<file path="src/verilog/mo_defines.svh">
// Constants for the legacy memory-ordering controller
`ifndef MO_DEFINES_SVH
`define MO_DEFINES_SVH
// Store buffer entries (depth is implementation dependent)
`define MO_SB_DEPTH 4
// Speculative acquire load tracker entries
`define MO_LQ_DEPTH 4
// Address and data widths
`define MO_ADDR_W 32
`define MO_DATA_W 32
// Lowest address bit above the cache line offset
`define MO_LINE_LSB 6
// Reset value of the two-stage reset synchroniser
`define MO_RST_SYNC_INIT 2'h0
`endif

</file>
<file path="src/verilog/mo_pkg.sv">
// Types shared by the memory-ordering controller and its load tracker
package mo_pkg;
  // Operation kinds offered by the issue stage
  typedef enum logic [2:0] {
    OP_LOAD, OP_STORE, OP_LOCKED, OP_PORT_IN, OP_PORT_OUT,
    OP_BARRIER, OP_SERIAL
  } mo_op_t;
  // Memory types: uncacheable, write-coalescing, cacheable
  typedef enum logic [1:0] {MT_UC, MT_WC, MT_WB} mo_mtype_t;
  // Sequencer states
  typedef enum logic [1:0] {S_IDLE, S_DRAIN, S_MEM, S_ACK} mo_fsm_t;
endpackage : mo_pkg

</file>
<file path="src/verilog/mo_trk_if.sv">
// Link between the ordering sequencer and the acquire load tracker
interface mo_trk_if #(parameter int AW = 32) ();
  logic alloc;
  logic [AW-1:0] alloc_addr;
  logic retire;
  logic snoop_valid;
  logic [AW-1:0] snoop_addr;
  logic busy;
  logic full;
  logic replay;
  modport ctrl (output alloc, alloc_addr, retire, snoop_valid, snoop_addr,
    input busy, full, replay);
  modport trk (input alloc, alloc_addr, retire, snoop_valid, snoop_addr,
    output busy, full, replay);
endinterface : mo_trk_if

</file>
<file path="src/verilog/mo_order_ctrl.sv">
// Memory-ordering sequencer for legacy and native memory operations
`include "mo_defines.svh"
module mo_order_ctrl import mo_pkg::*; #(
  parameter int SB_DEPTH = `MO_SB_DEPTH,
  parameter int LQ_DEPTH = `MO_LQ_DEPTH,
  parameter int AW = `MO_ADDR_W,
  parameter int DW = `MO_DATA_W,
  parameter int LINE_LSB = `MO_LINE_LSB
) (
  input wire logic i_clk_sys,
  input wire logic i_reset_n,
  input wire logic i_ce,
  input wire logic i_op_valid,
  input wire mo_op_t i_op_kind,
  input wire logic i_op_legacy,
  input wire mo_mtype_t i_op_mtype,
  input wire logic [AW-1:0] i_op_addr,
  input wire logic [DW-1:0] i_op_wdata,
  input wire logic i_ld_retire,
  input wire logic i_snoop_valid,
  input wire logic [AW-1:0] i_snoop_addr,
  input wire logic i_mem_ready,
  input wire logic i_port_ack,
  input wire logic i_fetch_req,
  input wire logic i_fetch_spec,
  input wire logic [AW-1:0] i_fetch_addr,
  input wire logic i_walk_req,
  output logic o_op_accept,
  output logic o_mem_valid,
  output logic o_mem_write,
  output logic o_mem_lock,
  output logic o_mem_port,
  output logic o_mem_ordered,
  output mo_mtype_t o_mem_mtype,
  output logic [AW-1:0] o_mem_addr,
  output logic [DW-1:0] o_mem_wdata,
  output logic o_wc_flush,
  output logic o_smc_flush,
  output logic o_replay,
  output logic o_fetch_grant,
  output logic o_fetch_discard,
  output logic o_walk_grant,
  output logic o_sb_empty,
  output logic o_legacy_hold
);
  localparam int CW = $clog2(SB_DEPTH + 1);
  localparam logic [CW-1:0] SB_FULL = CW'(SB_DEPTH);

  // Parameter sanity
  if (SB_DEPTH < 1 || LQ_DEPTH < 1 || LINE_LSB >= AW) begin : g_chk
    $error("mo_order_ctrl: unsupported parameters");
  end

  typedef struct packed {
    logic [AW-1:0] addr;
    logic [DW-1:0] data;
    mo_mtype_t mtype;
    logic ord;
    logic leg;
  } mo_sb_ent_t;

  typedef struct packed {
    mo_fsm_t fsm;
    mo_sb_ent_t [SB_DEPTH-1:0] sb;
    logic [CW-1:0] cnt;
    mo_op_t cur_kind;
    logic cur_leg;
    mo_mtype_t cur_mtype;
    logic [AW-1:0] cur_addr;
    logic [DW-1:0] cur_data;
    logic last_leg;
    logic op_accept;
    logic mem_valid;
    logic mem_write;
    logic mem_lock;
    logic mem_port;
    logic mem_ordered;
    mo_mtype_t mem_mtype;
    logic [AW-1:0] mem_addr;
    logic [DW-1:0] mem_wdata;
    logic wc_flush;
    logic smc_flush;
    logic replay;
    logic fetch_grant;
    logic fetch_discard;
    logic walk_grant;
    logic sb_empty;
    logic legacy_hold;
  } mo_st_t;

  mo_st_t st_r;
  mo_st_t st_nxt;
  logic [1:0] rst_sync_r;
  logic rst_n;
  logic lq_alloc;

  mo_trk_if #(.AW(AW)) trk ();

  // Same cache line test
  function automatic logic same_line(input logic [AW-1:0] a,
                                     input logic [AW-1:0] b);
    same_line = a[AW-1:LINE_LSB] == b[AW-1:LINE_LSB];
  endfunction : same_line

  // Any buffered store to the line, optionally legacy stores only
  function automatic logic sb_hit(input mo_st_t s, input logic [AW-1:0] a,
                                  input logic leg_only);
    sb_hit = 1'b0;
    for (int i = 0; i < SB_DEPTH; i++) begin
      if (CW'(i) < s.cnt && same_line(s.sb[i].addr, a) &&
          (s.sb[i].leg || !leg_only)) begin
        sb_hit = 1'b1;
      end
    end
  endfunction : sb_hit

  // Reset release through two flip-flops
  always_ff @(posedge i_clk_sys or negedge i_reset_n) begin
    if (!i_reset_n) begin
      rst_sync_r <= `MO_RST_SYNC_INIT;
    end else begin
      rst_sync_r <= {rst_sync_r[0], 1'b1};
    end
  end
  assign rst_n = rst_sync_r[1];

  // Load tracker for speculative acquire loads
  mo_load_tracker #(.DEPTH(LQ_DEPTH), .AW(AW), .LINE_LSB(LINE_LSB)) u_trk (
    .i_clk_sys(i_clk_sys),
    .i_rst_n(rst_n),
    .i_ce(i_ce),
    .t(trk.trk)
  );
  assign trk.alloc = lq_alloc;
  assign trk.alloc_addr = st_r.cur_addr;
  assign trk.retire = i_ld_retire;
  assign trk.snoop_valid = i_snoop_valid;
  assign trk.snoop_addr = i_snoop_addr;

  // Sequencer, store buffer and bus request next state
  always_comb begin
    logic take;
    logic ser_busy;
    logic guard;
    take = i_op_valid && !st_r.op_accept;
    ser_busy = st_r.fsm != S_IDLE && st_r.cur_kind == OP_SERIAL;
    // Native access after legacy acquires waits for them to retire
    guard = !i_op_legacy && st_r.last_leg && trk.busy;
    st_nxt = st_r;
    lq_alloc = 1'b0;
    st_nxt.op_accept = 1'b0;
    st_nxt.wc_flush = 1'b0;
    st_nxt.smc_flush = 1'b0;
    if (st_r.mem_valid && i_mem_ready) begin
      st_nxt.mem_valid = 1'b0;
    end
    unique case (st_r.fsm)
      S_IDLE: begin
        if (take && !guard && i_op_kind == OP_STORE &&
            st_r.cnt != SB_FULL) begin
          // Stores queue in order, so none passes an earlier access
          st_nxt.sb[st_r.cnt].addr = i_op_addr;
          st_nxt.sb[st_r.cnt].data = i_op_wdata;
          st_nxt.sb[st_r.cnt].mtype = i_op_mtype;
          st_nxt.sb[st_r.cnt].ord = i_op_mtype != MT_WC;
          st_nxt.sb[st_r.cnt].leg = i_op_legacy;
          st_nxt.cnt = st_r.cnt + CW'(1);
          st_nxt.op_accept = 1'b1;
          st_nxt.last_leg = i_op_legacy;
          st_nxt.wc_flush = i_op_legacy && i_op_mtype == MT_UC;
          // Legacy store into the fetch line discards stale fetches
          st_nxt.smc_flush = i_op_legacy &&
            same_line(i_op_addr, i_fetch_addr);
        end else if (take && !guard && i_op_kind == OP_LOAD &&
                     !st_r.mem_valid &&
                     !sb_hit(st_r, i_op_addr, 1'b0) &&
                     !(i_op_legacy && trk.full)) begin
          // Loads pass buffered stores to other lines; one at a time
          st_nxt.mem_valid = 1'b1;
          st_nxt.mem_write = 1'b0;
          st_nxt.mem_lock = 1'b0;
          st_nxt.mem_port = 1'b0;
          st_nxt.mem_ordered = i_op_legacy;
          st_nxt.mem_mtype = i_op_mtype;
          st_nxt.mem_addr = i_op_addr;
          st_nxt.cur_kind = i_op_kind;
          st_nxt.cur_leg = i_op_legacy;
          st_nxt.cur_mtype = i_op_mtype;
          st_nxt.cur_addr = i_op_addr;
          st_nxt.last_leg = i_op_legacy;
          st_nxt.fsm = S_MEM;
        end else if (take && !guard && i_op_kind != OP_STORE &&
                     i_op_kind != OP_LOAD) begin
          st_nxt.cur_kind = i_op_kind;
          st_nxt.cur_leg = i_op_legacy;
          st_nxt.cur_mtype = i_op_mtype;
          st_nxt.cur_addr = i_op_addr;
          st_nxt.cur_data = i_op_wdata;
          st_nxt.last_leg = i_op_legacy;
          st_nxt.fsm = S_DRAIN;
        end
      end
      S_DRAIN: begin
        // Fences wait for an empty buffer and an idle bus
        if (st_r.cnt == '0 && !st_r.mem_valid) begin
          st_nxt.mem_addr = st_r.cur_addr;
          st_nxt.mem_wdata = st_r.cur_data;
          st_nxt.mem_mtype = st_r.cur_mtype;
          st_nxt.mem_ordered = 1'b1;
          st_nxt.mem_write = st_r.cur_kind != OP_PORT_IN;
          st_nxt.mem_lock = st_r.cur_kind == OP_LOCKED;
          st_nxt.mem_port = st_r.cur_kind == OP_PORT_IN ||
                            st_r.cur_kind == OP_PORT_OUT;
          if (st_r.cur_kind == OP_BARRIER || st_r.cur_kind == OP_SERIAL) begin
            st_nxt.op_accept = 1'b1;
            st_nxt.fsm = S_IDLE;
          end else begin
            st_nxt.mem_valid = 1'b1;
            st_nxt.fsm = S_MEM;
          end
        end
      end
      S_MEM: begin
        if (st_r.mem_valid && i_mem_ready) begin
          // Only legacy port instructions wait for acceptance
          if (st_r.mem_port && st_r.cur_leg) begin
            st_nxt.fsm = S_ACK;
          end else begin
            st_nxt.op_accept = 1'b1;
            st_nxt.fsm = S_IDLE;
            st_nxt.wc_flush = st_r.cur_leg && st_r.cur_kind == OP_LOAD &&
                              st_r.cur_mtype == MT_UC;
            lq_alloc = st_r.cur_leg && st_r.cur_kind == OP_LOAD &&
                       st_r.cur_mtype != MT_UC;
          end
        end
      end
      S_ACK: begin
        if (i_port_ack) begin
          st_nxt.op_accept = 1'b1;
          st_nxt.fsm = S_IDLE;
        end
      end
    endcase
    // Drain the buffer head in order whenever the bus is free
    if (st_r.fsm != S_MEM && st_r.fsm != S_ACK && !st_nxt.mem_valid &&
        !st_r.mem_valid && st_r.cnt != '0) begin
      st_nxt.mem_valid = 1'b1;
      st_nxt.mem_write = 1'b1;
      st_nxt.mem_lock = 1'b0;
      st_nxt.mem_port = 1'b0;
      st_nxt.mem_ordered = st_r.sb[0].ord;
      st_nxt.mem_mtype = st_r.sb[0].mtype;
      st_nxt.mem_addr = st_r.sb[0].addr;
      st_nxt.mem_wdata = st_r.sb[0].data;
      for (int i = 0; i < SB_DEPTH - 1; i++) begin
        st_nxt.sb[i] = st_nxt.sb[i+1];
      end
      st_nxt.cnt = st_nxt.cnt - CW'(1);
    end
    // Fetch ignores loads, fences and native stores but not legacy stores to its line or serialization
    st_nxt.fetch_grant = i_fetch_req &&
      !(ser_busy && !i_fetch_spec) &&
      !sb_hit(st_r, i_fetch_addr, 1'b1);
    st_nxt.fetch_discard = i_fetch_req && ser_busy && i_fetch_spec;
    st_nxt.walk_grant = i_walk_req;
    st_nxt.replay = trk.replay;
    st_nxt.sb_empty = st_nxt.cnt == '0;
    st_nxt.legacy_hold = st_nxt.fsm == S_ACK ||
      (st_nxt.fsm == S_MEM && st_nxt.mem_port && st_nxt.cur_leg);
  end

  // State register, frozen while the clock enable is low
  always_ff @(posedge i_clk_sys or negedge rst_n) begin
    if (!rst_n) begin
      st_r <= '0;
      st_r.sb_empty <= 1'b1;
    end else if (i_ce) begin
      st_r <= st_nxt;
    end
  end

  // Outputs straight from the state register
  assign o_op_accept = st_r.op_accept;
  assign o_mem_valid = st_r.mem_valid;
  assign o_mem_write = st_r.mem_write;
  assign o_mem_lock = st_r.mem_lock;
  assign o_mem_port = st_r.mem_port;
  assign o_mem_ordered = st_r.mem_ordered;
  assign o_mem_mtype = st_r.mem_mtype;
  assign o_mem_addr = st_r.mem_addr;
  assign o_mem_wdata = st_r.mem_wdata;
  assign o_wc_flush = st_r.wc_flush;
  assign o_smc_flush = st_r.smc_flush;
  assign o_replay = st_r.replay;
  assign o_fetch_grant = st_r.fetch_grant;
  assign o_fetch_discard = st_r.fetch_discard;
  assign o_walk_grant = st_r.walk_grant;
  assign o_sb_empty = st_r.sb_empty;
  assign o_legacy_hold = st_r.legacy_hold;

  // Checks on ordering behaviour
  property p_lock_drained;
    @(posedge i_clk_sys) disable iff (!rst_n)
    o_mem_valid && o_mem_lock |-> st_r.cnt == '0 && o_sb_empty;
  endproperty
  a_lock_drained: assert property (p_lock_drained)
    else $error("locked access issued with stores buffered");

  property p_port_drained;
    @(posedge i_clk_sys) disable iff (!rst_n)
    $rose(o_mem_valid && o_mem_port) |-> $past(st_r.cnt) == '0;
  endproperty
  a_port_drained: assert property (p_port_drained)
    else $error("port access issued with stores buffered");

  property p_port_hold;
    @(posedge i_clk_sys) disable iff (!rst_n)
    st_r.fsm == S_ACK && !i_port_ack && i_ce |=>
      !o_op_accept && o_legacy_hold && st_r.fsm == S_ACK;
  endproperty
  a_port_hold: assert property (p_port_hold)
    else $error("port wait left without acceptance");

  property p_native_nowait;
    @(posedge i_clk_sys) disable iff (!rst_n)
    st_r.fsm == S_ACK |-> st_r.cur_leg && st_r.mem_port;
  endproperty
  a_native_nowait: assert property (p_native_nowait)
    else $error("native access held for port acceptance");

  property p_wc_unordered;
    @(posedge i_clk_sys) disable iff (!rst_n)
    o_mem_valid && o_mem_write && !o_mem_lock && !o_mem_port |->
      o_mem_ordered == (o_mem_mtype != MT_WC);
  endproperty
  a_wc_unordered: assert property (p_wc_unordered)
    else $error("store ordering does not match memory type");

  property p_wc_flush_uc;
    @(posedge i_clk_sys) disable iff (!rst_n)
    i_ce && st_r.fsm == S_IDLE && i_op_valid && !st_r.op_accept &&
    i_op_kind == OP_STORE && i_op_legacy && i_op_mtype == MT_WB
      |=> !o_wc_flush;
  endproperty
  a_wc_flush_uc: assert property (p_wc_flush_uc)
    else $error("cacheable store flushed write-coalescing buffers");

  property p_fetch_serial;
    @(posedge i_clk_sys) disable iff (!rst_n)
    i_ce && st_r.fsm != S_IDLE && st_r.cur_kind == OP_SERIAL &&
    i_fetch_req && !i_fetch_spec |=> !o_fetch_grant;
  endproperty
  a_fetch_serial: assert property (p_fetch_serial)
    else $error("fetch passed a serializing operation");

  property p_fetch_store;
    @(posedge i_clk_sys) disable iff (!rst_n)
    i_ce && i_fetch_req && sb_hit(st_r, i_fetch_addr, 1'b1)
      |=> !o_fetch_grant;
  endproperty
  a_fetch_store: assert property (p_fetch_store)
    else $error("fetch passed a buffered legacy store");

  property p_native_after_acq;
    @(posedge i_clk_sys) disable iff (!rst_n)
    i_ce && st_r.fsm == S_IDLE && i_op_valid && !i_op_legacy &&
    st_r.last_leg && trk.busy |=> st_r.fsm == S_IDLE && !o_op_accept;
  endproperty
  a_native_after_acq: assert property (p_native_after_acq)
    else $error("native access passed a legacy acquire load");

  property p_walk;
    @(posedge i_clk_sys) disable iff (!rst_n)
    i_ce && i_walk_req |=> o_walk_grant;
  endproperty
  a_walk: assert property (p_walk)
    else $error("page walk not granted");

  property p_replay;
    @(posedge i_clk_sys) disable iff (!rst_n)
    i_ce && trk.replay |=> o_replay;
  endproperty
  a_replay: assert property (p_replay)
    else $error("snoop hit did not replay loads");

  // Main scenarios
  c_port_done: cover property (@(posedge i_clk_sys) disable iff (!rst_n)
    st_r.fsm == S_ACK ##1 o_op_accept);
  c_replay: cover property (@(posedge i_clk_sys) disable iff (!rst_n)
    o_replay);
  c_serial: cover property (@(posedge i_clk_sys) disable iff (!rst_n)
    o_fetch_discard ##[1:20] o_op_accept);
endmodule : mo_order_ctrl

</file>
<file path="src/verilog/mo_load_tracker.sv">
// Tracker of speculatively completed acquire loads awaiting retirement
`include "mo_defines.svh"
module mo_load_tracker import mo_pkg::*; #(
  parameter int DEPTH = `MO_LQ_DEPTH,
  parameter int AW = `MO_ADDR_W,
  parameter int LINE_LSB = `MO_LINE_LSB
) (
  input wire logic i_clk_sys,
  input wire logic i_rst_n,
  input wire logic i_ce,
  mo_trk_if.trk t
);
  localparam int CW = $clog2(DEPTH + 1);
  localparam logic [CW-1:0] FULL_CNT = CW'(DEPTH);

  // Parameter sanity
  if (DEPTH < 1 || LINE_LSB >= AW) begin : g_chk
    $error("mo_load_tracker: unsupported parameters");
  end

  typedef struct packed {
    logic [DEPTH-1:0][AW-1:0] addr;
    logic [CW-1:0] cnt;
    logic busy;
    logic full;
    logic replay;
  } mo_trk_st_t;

  mo_trk_st_t st_r;
  mo_trk_st_t st_nxt;

  // Oldest-first queue; a snoop hit on any held line forces a replay
  always_comb begin
    st_nxt = st_r;
    st_nxt.replay = 1'b0;
    if (t.retire && st_r.cnt != '0) begin
      for (int i = 0; i < DEPTH - 1; i++) begin
        st_nxt.addr[i] = st_r.addr[i+1];
      end
      st_nxt.cnt = st_r.cnt - CW'(1);
    end
    if (t.alloc && st_nxt.cnt != FULL_CNT) begin
      st_nxt.addr[st_nxt.cnt] = t.alloc_addr;
      st_nxt.cnt = st_nxt.cnt + CW'(1);
    end
    for (int i = 0; i < DEPTH; i++) begin
      if (t.snoop_valid && CW'(i) < st_r.cnt &&
          st_r.addr[i][AW-1:LINE_LSB] == t.snoop_addr[AW-1:LINE_LSB]) begin
        st_nxt.replay = 1'b1;
      end
    end
    // Replayed loads are reissued in order, so the queue empties
    if (st_nxt.replay) begin
      st_nxt.cnt = '0;
    end
    st_nxt.busy = st_nxt.cnt != '0;
    st_nxt.full = st_nxt.cnt == FULL_CNT;
  end

  // State register
  always_ff @(posedge i_clk_sys or negedge i_rst_n) begin
    if (!i_rst_n) begin
      st_r <= '0;
    end else if (i_ce) begin
      st_r <= st_nxt;
    end
  end

  assign t.busy = st_r.busy;
  assign t.full = st_r.full;
  assign t.replay = st_r.replay;
endmodule : mo_load_tracker

</file>
<file path="config.mk">
export PLATFORM = sky130hd
export DESIGN_NAME = mo_order_ctrl
export DESIGN_NICKNAME = d
export VERILOG_FILES = /design/src/verilog/mo_pkg.sv /design/src/verilog/mo_trk_if.sv /design/src/verilog/mo_order_ctrl.sv /design/src/verilog/mo_load_tracker.sv
export VERILOG_INCLUDE_DIRS = /design/src /design/src/verilog
export SDC_FILE = /design/constraint.sdc
export NUM_CORES = 2
export LEC_CHECK = 0
export BUFFER_PORTS_ARGS = -buffer_cell sky130_fd_sc_hd__buf_2
export CAP_MARGIN = 20
export CORE_ASPECT_RATIO = 2
export CORE_MARGIN = 4
export CORE_UTILIZATION = 35
export DETAILED_ROUTE_END_ITERATION = 12
export PLACE_DENSITY_LB_ADDON = 0.1
export SLEW_MARGIN = 30
export SYNTH_ARGS = -nofsm -noshare
export SYNTH_HDL_FRONTEND = slang
export SYNTH_SLANG_ARGS = --single-unit
</file>
<file path="constraint.sdc">
create_clock -name i_clk_sys -period 26.4 [get_ports i_clk_sys]
set_clock_uncertainty 0.15 [all_clocks]
set_input_delay 1.32 -clock i_clk_sys [delete_from_list [all_inputs] [get_ports i_clk_sys]]
set_output_delay 1.32 -clock i_clk_sys [all_outputs]
set_load 0.02 [all_outputs]
</file>
==> Word level (Yosys, flattened, before mapping) <==
Index checks and enable logic that the tools add are counted.
{ "op_classes": {"addsub": 4, "n_lt_le_gt_ge": 12, "n_eq_ne": 35, "muxes": 75, "bitwise": 2, "reduce_logical": 97} }
{ "ops": {"columns": ["op", "count"], "rows": [
  ["$bwmux W272", 5],
  ["$demux W68 S2", 5],
  ["$mux W346", 1],
  ["$eq A26 B26 Y1", 13],
  ["$mux W275", 1],
  ["$mux W207", 1],
  ["$mux W99", 2],
  ["$mux W71", 2],
  ["$bwmux W128", 1],
  ["$mux W32", 3],
  ["$mux W39", 2],
  ["$pmux W39 S2", 1],
  ["$mux W72", 1],
  ["$mux W70", 1],
  ["$mux W68", 1],
  ["$demux W32 S2", 1],
  ["$logic_and A1 B1 Y1", 57],
  ["$mux W38", 1],
  ["$mux W36", 1],
  ["$mux W1", 30],
  ["$mux W2", 10],
  ["$reduce_bool A3 Y1", 6],
  ["$ne A3 B3 Y1 const B", 5],
  ["$reduce_bool A2 Y1", 7],
  ["other kinds (29)", 67]
]} }
{ "word_totals": {"register_bits": 564, "out_inout_bits": 80, "elab_cells": 279} }

==> Logic depth before layout (Yosys ltp) <==
{ "depth": {"ltp_word": 23, "depth_mapped": 13} }

==> Modules after synthesis <==
A second synthesis with hierarchy kept.
{ "unflattened": {"cells_unflattened": 2863, "hier_area_um2": 28000.6} }
{ "modules_own_cells": {"columns": ["mod", "n_inst", "cells_per_inst", "area_per_inst_um2"], "rows": [
  ["mo_order_ctrl", 1, 2262, 21932.3],
  ["mo_load_tracker", 1, 601, 6068.3]
]} }

==> Least setup slack after synthesis <==
Ideal clock, no wire load.
{ "synth_path": {"kind": "input to register", "startpoint": "input port i_op_addr[14]", "endpoint": "register st_r[337] (netlist bit)", "arrival_ps": 3573, "path_slack_ps": 22554, "stages": 12, "path_buffers": 3, "cell_sequence": "buf_2 > xor2_1 > or4_1 > nor3_1 > a22oi_1 > and3_4 > a21boi_4 > and3_2 > buf_4 > clkbuf_1 > nand2b_1 > o221a_1"} }
{ "synth_between": {"elab_chain_cells": 19, "word_cells_on_any_way": 25, "classes_between": "eq/ne: 4; mux: 10; reduce/logical: 11"} }
{ "synth_lines": {"columns": ["element", "line_no", "text"], "rows": [
  ["start, declared", "mo_order_ctrl.sv:17", "input wire logic [AW-1:0] i_op_addr,"],
  ["$eq A26 B26 Y1", "mo_order_ctrl.sv:102", "same_line = a[AW-1:LINE_LSB] == b[AW-1:LINE_LSB];"],
  ["$logic_and A1 B1 Y1", "mo_order_ctrl.sv:110", "if (CW'(i) < s.cnt && same_line(s.sb[i].addr, a) &&"],
  ["$mux W1 (3 in series)", "mo_order_ctrl.sv:110", null],
  ["$mux W1 (*)", "mo_order_ctrl.sv:110", null],
  ["$mux W1 (*)", "mo_order_ctrl.sv:159", "if (take && !guard && i_op_kind == OP_STORE &&"],
  ["$mux W1 (*)", "mo_order_ctrl.sv:157", "unique case (st_r.fsm)"],
  ["$logic_not A1 Y1 (*)", "mo_order_ctrl.sv:176", "!sb_hit(st_r, i_op_addr, 1'b0) &&"],
  ["$logic_and A1 B1 Y1 (*)", "mo_order_ctrl.sv:175", "!st_r.mem_valid &&"],
  ["$logic_and A1 B1 Y1 (*)", "mo_order_ctrl.sv:176", null],
  ["$mux W39 (*)", "mo_order_ctrl.sv:174", "end else if (take && !guard && i_op_kind == OP_LOAD &&"],
  ["$mux W39 (*)", "mo_order_ctrl.sv:159", null],
  ["$pmux W39 S2 (*)", "mo_order_ctrl.sv:157", null],
  ["$logic_not A1 Y1 (*)", "mo_order_ctrl.sv:246", "if (st_r.fsm != S_MEM && st_r.fsm != S_ACK && !st_nxt.mem_valid &&"],
  ["$logic_and A1 B1 Y1 (*) (2 in series)", "mo_order_ctrl.sv:246", null],
  ["$logic_and A1 B1 Y1 (*)", "mo_order_ctrl.sv:247", "!st_r.mem_valid && st_r.cnt != '0) begin"],
  ["$mux W207 (*)", "mo_order_ctrl.sv:246", null],
  ["end signal, assigned", "mo_order_ctrl.sv:279", "st_r <= st_nxt;"],
  ["end, declared", "mo_order_ctrl.sv:91", "mo_st_t st_r;"]
]} }
Every way passes the cells marked *; elsewhere a longest branch is shown, timed or not. The select of a mux whose other input is x is not followed.
A chain may end at the register's enable or synchronous reset.

==> Worst setup path after layout <==
{ "layout_path": {"startpoint": "input port i_op_addr[15]", "endpoint": "register st_r[296] (netlist bit)"} }
Same word-level chain as after synthesis.

==> flow_summary.ini <==
[outcome]
outcome = completed

[routing]
route.detailed.wl_per_inst_um = 27.7
post-route-drc-count = 0
ant_nets = 0
wirelength_um = 108000
dr_total_vias = 21900
first_iter_violations = 1498
detail_route.first_pass.iterations = 5
vias_per_cell = 5.60

[synth]
synth_top_area_share_pct = 49.1
synth.cell_area_sq_um = 27500
postSynthRegisterBits = 540
ys_warn_count = 0
syn_nets = 2982
top_cells_by_area_synth = sky130_fd_sc_hd__dfrtp_1, sky130_fd_sc_hd__xnor2_1, sky130_fd_sc_hd__o21ai_0
syn-mean-instance-area_sq_um = 9.74
synth_most_common_cell = sky130_fd_sc_hd__dfrtp_1
synth_top_flop_cell = sky130_fd_sc_hd__dfrtp_1
synth_cell_types = 71
synthDominantAreaCellType = sky130_fd_sc_hd__dfrtp_1
synth-async-reset-ratio_pct = 100
netlist_top_cells_count = sky130_fd_sc_hd__dfrtp_1, sky130_fd_sc_hd__nand2_1, sky130_fd_sc_hd__o21ai_0, sky130_fd_sc_hd__xnor2_1, sky130_fd_sc_hd__a21oi_1
yosysSeqAreaShare_pct = 49.1
synth_cells = 2824
post_synth_edffs = 0

[finish]
flow.area_growth_from_synthesis_pct = 11.3
finish.net_count = 2989
drive_gt1_share_pct = 15.7
number_of_standard_cells_in_the_final_layout_excluding_fillers = 3905
finalInstanceArea_sq_um = 30600

[timing]
totalNegativeSetupSlack_ns = 0
final_hold_viol_count = 0
unrepaired_setup_endpoints_after_global_routing = no
layout_min_cycle_time_ns = 5.57
fmaxAchievable_mhz = 180
report.final.slew_viol_count = 0
worst_pin_slew_ns = 1.04
finish_stage_setup_viols = 0
max-slew-margin-rel_pct = 30.7
period_share_pct = 21.1

[clocking]
clock_latency_ns = 0.65
tritoncts_num_sinks = 540
htree_levels = 2
cts_max_path_buffers = 3
cts_setup_buffers = 0
ctsRootBufferMaster = sky130_fd_sc_hd__clkbuf_16
post_cts.resized_instances = 0
total_clock_buffers_created_by_cts = 52
tritoncts = built
worst_setup_hold_path_clk_slew_ns = 0.07
cts.hold.buffers_added = 0

[global_routing]
overflow = 0
global_route.usage.total_pct = 25.6
grt_pass1_wl_um = 159000
grt_max_degree = 86
first_global_vias = 22600
antenna_found_initial = 16

[worst_setup_path]
critical_path_peak_fanout = 49
worstSetupEndpointType = flop
r2r.worst_path.cells = 11
crit_arrival_ns = 5.91
crit_path_start_kind = input pin
regToRegEndpoint = st_r[296]
setup.worst_path.class = in -> reg
worst_reg2reg_setup_slack_ns = 21.30
critical_path_required_ns = 26.75
regToRegStartpoint = st_r[409]

[power_and_ir_drop]
p_total_uw = 3510
combinational_cell_fraction_of_total_power_pct = 35.3
sw_ratio_pct = 41.3
vdd_drop_max_v = 0.0000632
net-switching-power_uw = 1450
sequentialPowerShare_pct = 42.2
clkPwrFrac_pct = 22.5
internal_power_summed_over_all_cells_uw = 2060
power-per-cell-area_nw_per_um2 = 115
total_leakage_power_uw = 0.0128

[floorplan]
initial_utilization_pct = 35.2
placeableCoreArea_sq_um = 78000
chipHeight_um = 404
design.die.area_sq_um = 83400
die_x_um = 206
standard_cell_row_count = 145
ios = 225

[placement]
routabilityCongestion = 0.971
dp.cells = 3806
io_buffer_count = 212
detailedPlacementHpwl_um = 73000
postPlaceCellArea_sq_um = 28800

[flow_run]
cap_violations = 0

[min_path]
hold_path_class = reg -> async
## metal layers
metal  share of wire, %  GRT usage (%)  vias to the layer above
met5              0.074              0                        -
met4                5.8           12.3                       14
met3                5.3           4.29                      203
met2                 51           44.9                      670
met1                 38           30.2                    11100
li1                   -              -                     9909
## how the worst max path moves through the flow
stage                        startpoint         endpoint  slack (ns)  depth (start not counted)
after global placement     i_op_addr[7]        st_r[331]       20.21                         11
after detailed placement   i_op_addr[7]        st_r[296]       20.14                         12
after floorplan           rst_sync_r[1]  o_fetch_discard       10.09                          0
after CTS                  i_op_addr[7]        st_r[296]       20.80                         12
final                     i_op_addr[15]        st_r[296]       20.83                         12
after global routing      i_op_addr[15]        st_r[300]       20.79                         12
## area by class of cell
class,instances,area (sq um)
Antenna cell,6,15.0
Clock buffer,81,1610
Clock inverter,12,148
Fill cell,7873,47400
Inverter,83,312
Multi-Input combinational cell,1907,12400
Sequential cell,540,13500
Tap cell,1029,1290
Timing Repair Buffer,247,1350
## state kept, by name, summed over array words and instances (netlist names), 2 cells and up
signal          flops
o_mem_addr         32
st_r              316
o_mem_wdata        32
u_trk.st_r        107
rst_sync_r          2
o_mem_mtype         2
trk.alloc_addr     32
## cells by family after synthesis
group	synth area share, %
AOI/OAI and AO/OA	19.8
and+or+nand+nor	11.4
DFF	49.1
buffers and inverters	6.53
xor gates and xnor gates	11.1
muxes	1.50
adders and majority gates	0.592
other	0.0136
## power by group through the flow
stage	clock network (uW)	registers, uW	logic (uW)
6_report	790	1480	1240
5_1_grt	842	1510	1370
4_1_cts	815	1480	1250
3_5_place_dp	0	1490	1240
3_3_place_gp	0	1470	1220
2_1_floorplan	0	1350	910
## worst max-delay path, stage by stage
cell,delay [ns]
sky130_fd_sc_hd__buf_2,0.20
sky130_fd_sc_hd__xnor2_1,0.38
sky130_fd_sc_hd__nand4_1,0.24
sky130_fd_sc_hd__nor4_1,0.56
sky130_fd_sc_hd__a22oi_1,0.40
sky130_fd_sc_hd__and3_4,0.30
sky130_fd_sc_hd__a21boi_4,0.16
sky130_fd_sc_hd__buf_4,0.56
sky130_fd_sc_hd__and3_2,0.70
sky130_fd_sc_hd__buf_4,0.72
sky130_fd_sc_hd__nand2b_1,0.14
sky130_fd_sc_hd__o221a_2,0.17
## layout by cell type, fill, tap and decap left out, types with 6 or more instances in the layout
cell type                   count
sky130_fd_sc_hd__dfrtp_1      538
sky130_fd_sc_hd__nand2_1      307
sky130_fd_sc_hd__o21ai_0      276
sky130_fd_sc_hd__xnor2_1      226
sky130_fd_sc_hd__buf_2        211
sky130_fd_sc_hd__a21oi_1      158
sky130_fd_sc_hd__o22ai_1      149
sky130_fd_sc_hd__xor2_1       121
sky130_fd_sc_hd__a22oi_1      103
sky130_fd_sc_hd__nor2_1        93
sky130_fd_sc_hd__inv_1         81
sky130_fd_sc_hd__nand2b_1      71
sky130_fd_sc_hd__nand4_1       56
sky130_fd_sc_hd__clkbuf_16     53
sky130_fd_sc_hd__o221a_2       48
sky130_fd_sc_hd__nor4_1        37
sky130_fd_sc_hd__a221oi_1      36
sky130_fd_sc_hd__and3_1        35
sky130_fd_sc_hd__mux2_2        32
sky130_fd_sc_hd__buf_4         31
sky130_fd_sc_hd__o221a_1       20
sky130_fd_sc_hd__nand3_1       19
sky130_fd_sc_hd__clkbuf_8      18
sky130_fd_sc_hd__o21ai_1       13
sky130_fd_sc_hd__ha_1          13
sky130_fd_sc_hd__nor3_1        12
sky130_fd_sc_hd__clkbuf_1      10
sky130_fd_sc_hd__diode_2        6
## stage by stage
| stage | setup slack [ns] | utilization, % | hold slack, ns |
|---|---|---|---|
| after floorplan | 10.09 | - | 0.181 |
| after global placement | 20.21 | 36.9 | 0.185 |
| after detailed placement | 20.14 | 36.9 | 0.191 |
| after CTS | 20.80 | 39.2 | 0.208 |
| after global routing | 20.79 | 39.2 | 0.221 |
| final | 20.83 | 39.2 | 0.184 |
Note: power is estimated with default switching activity, not from simulation.
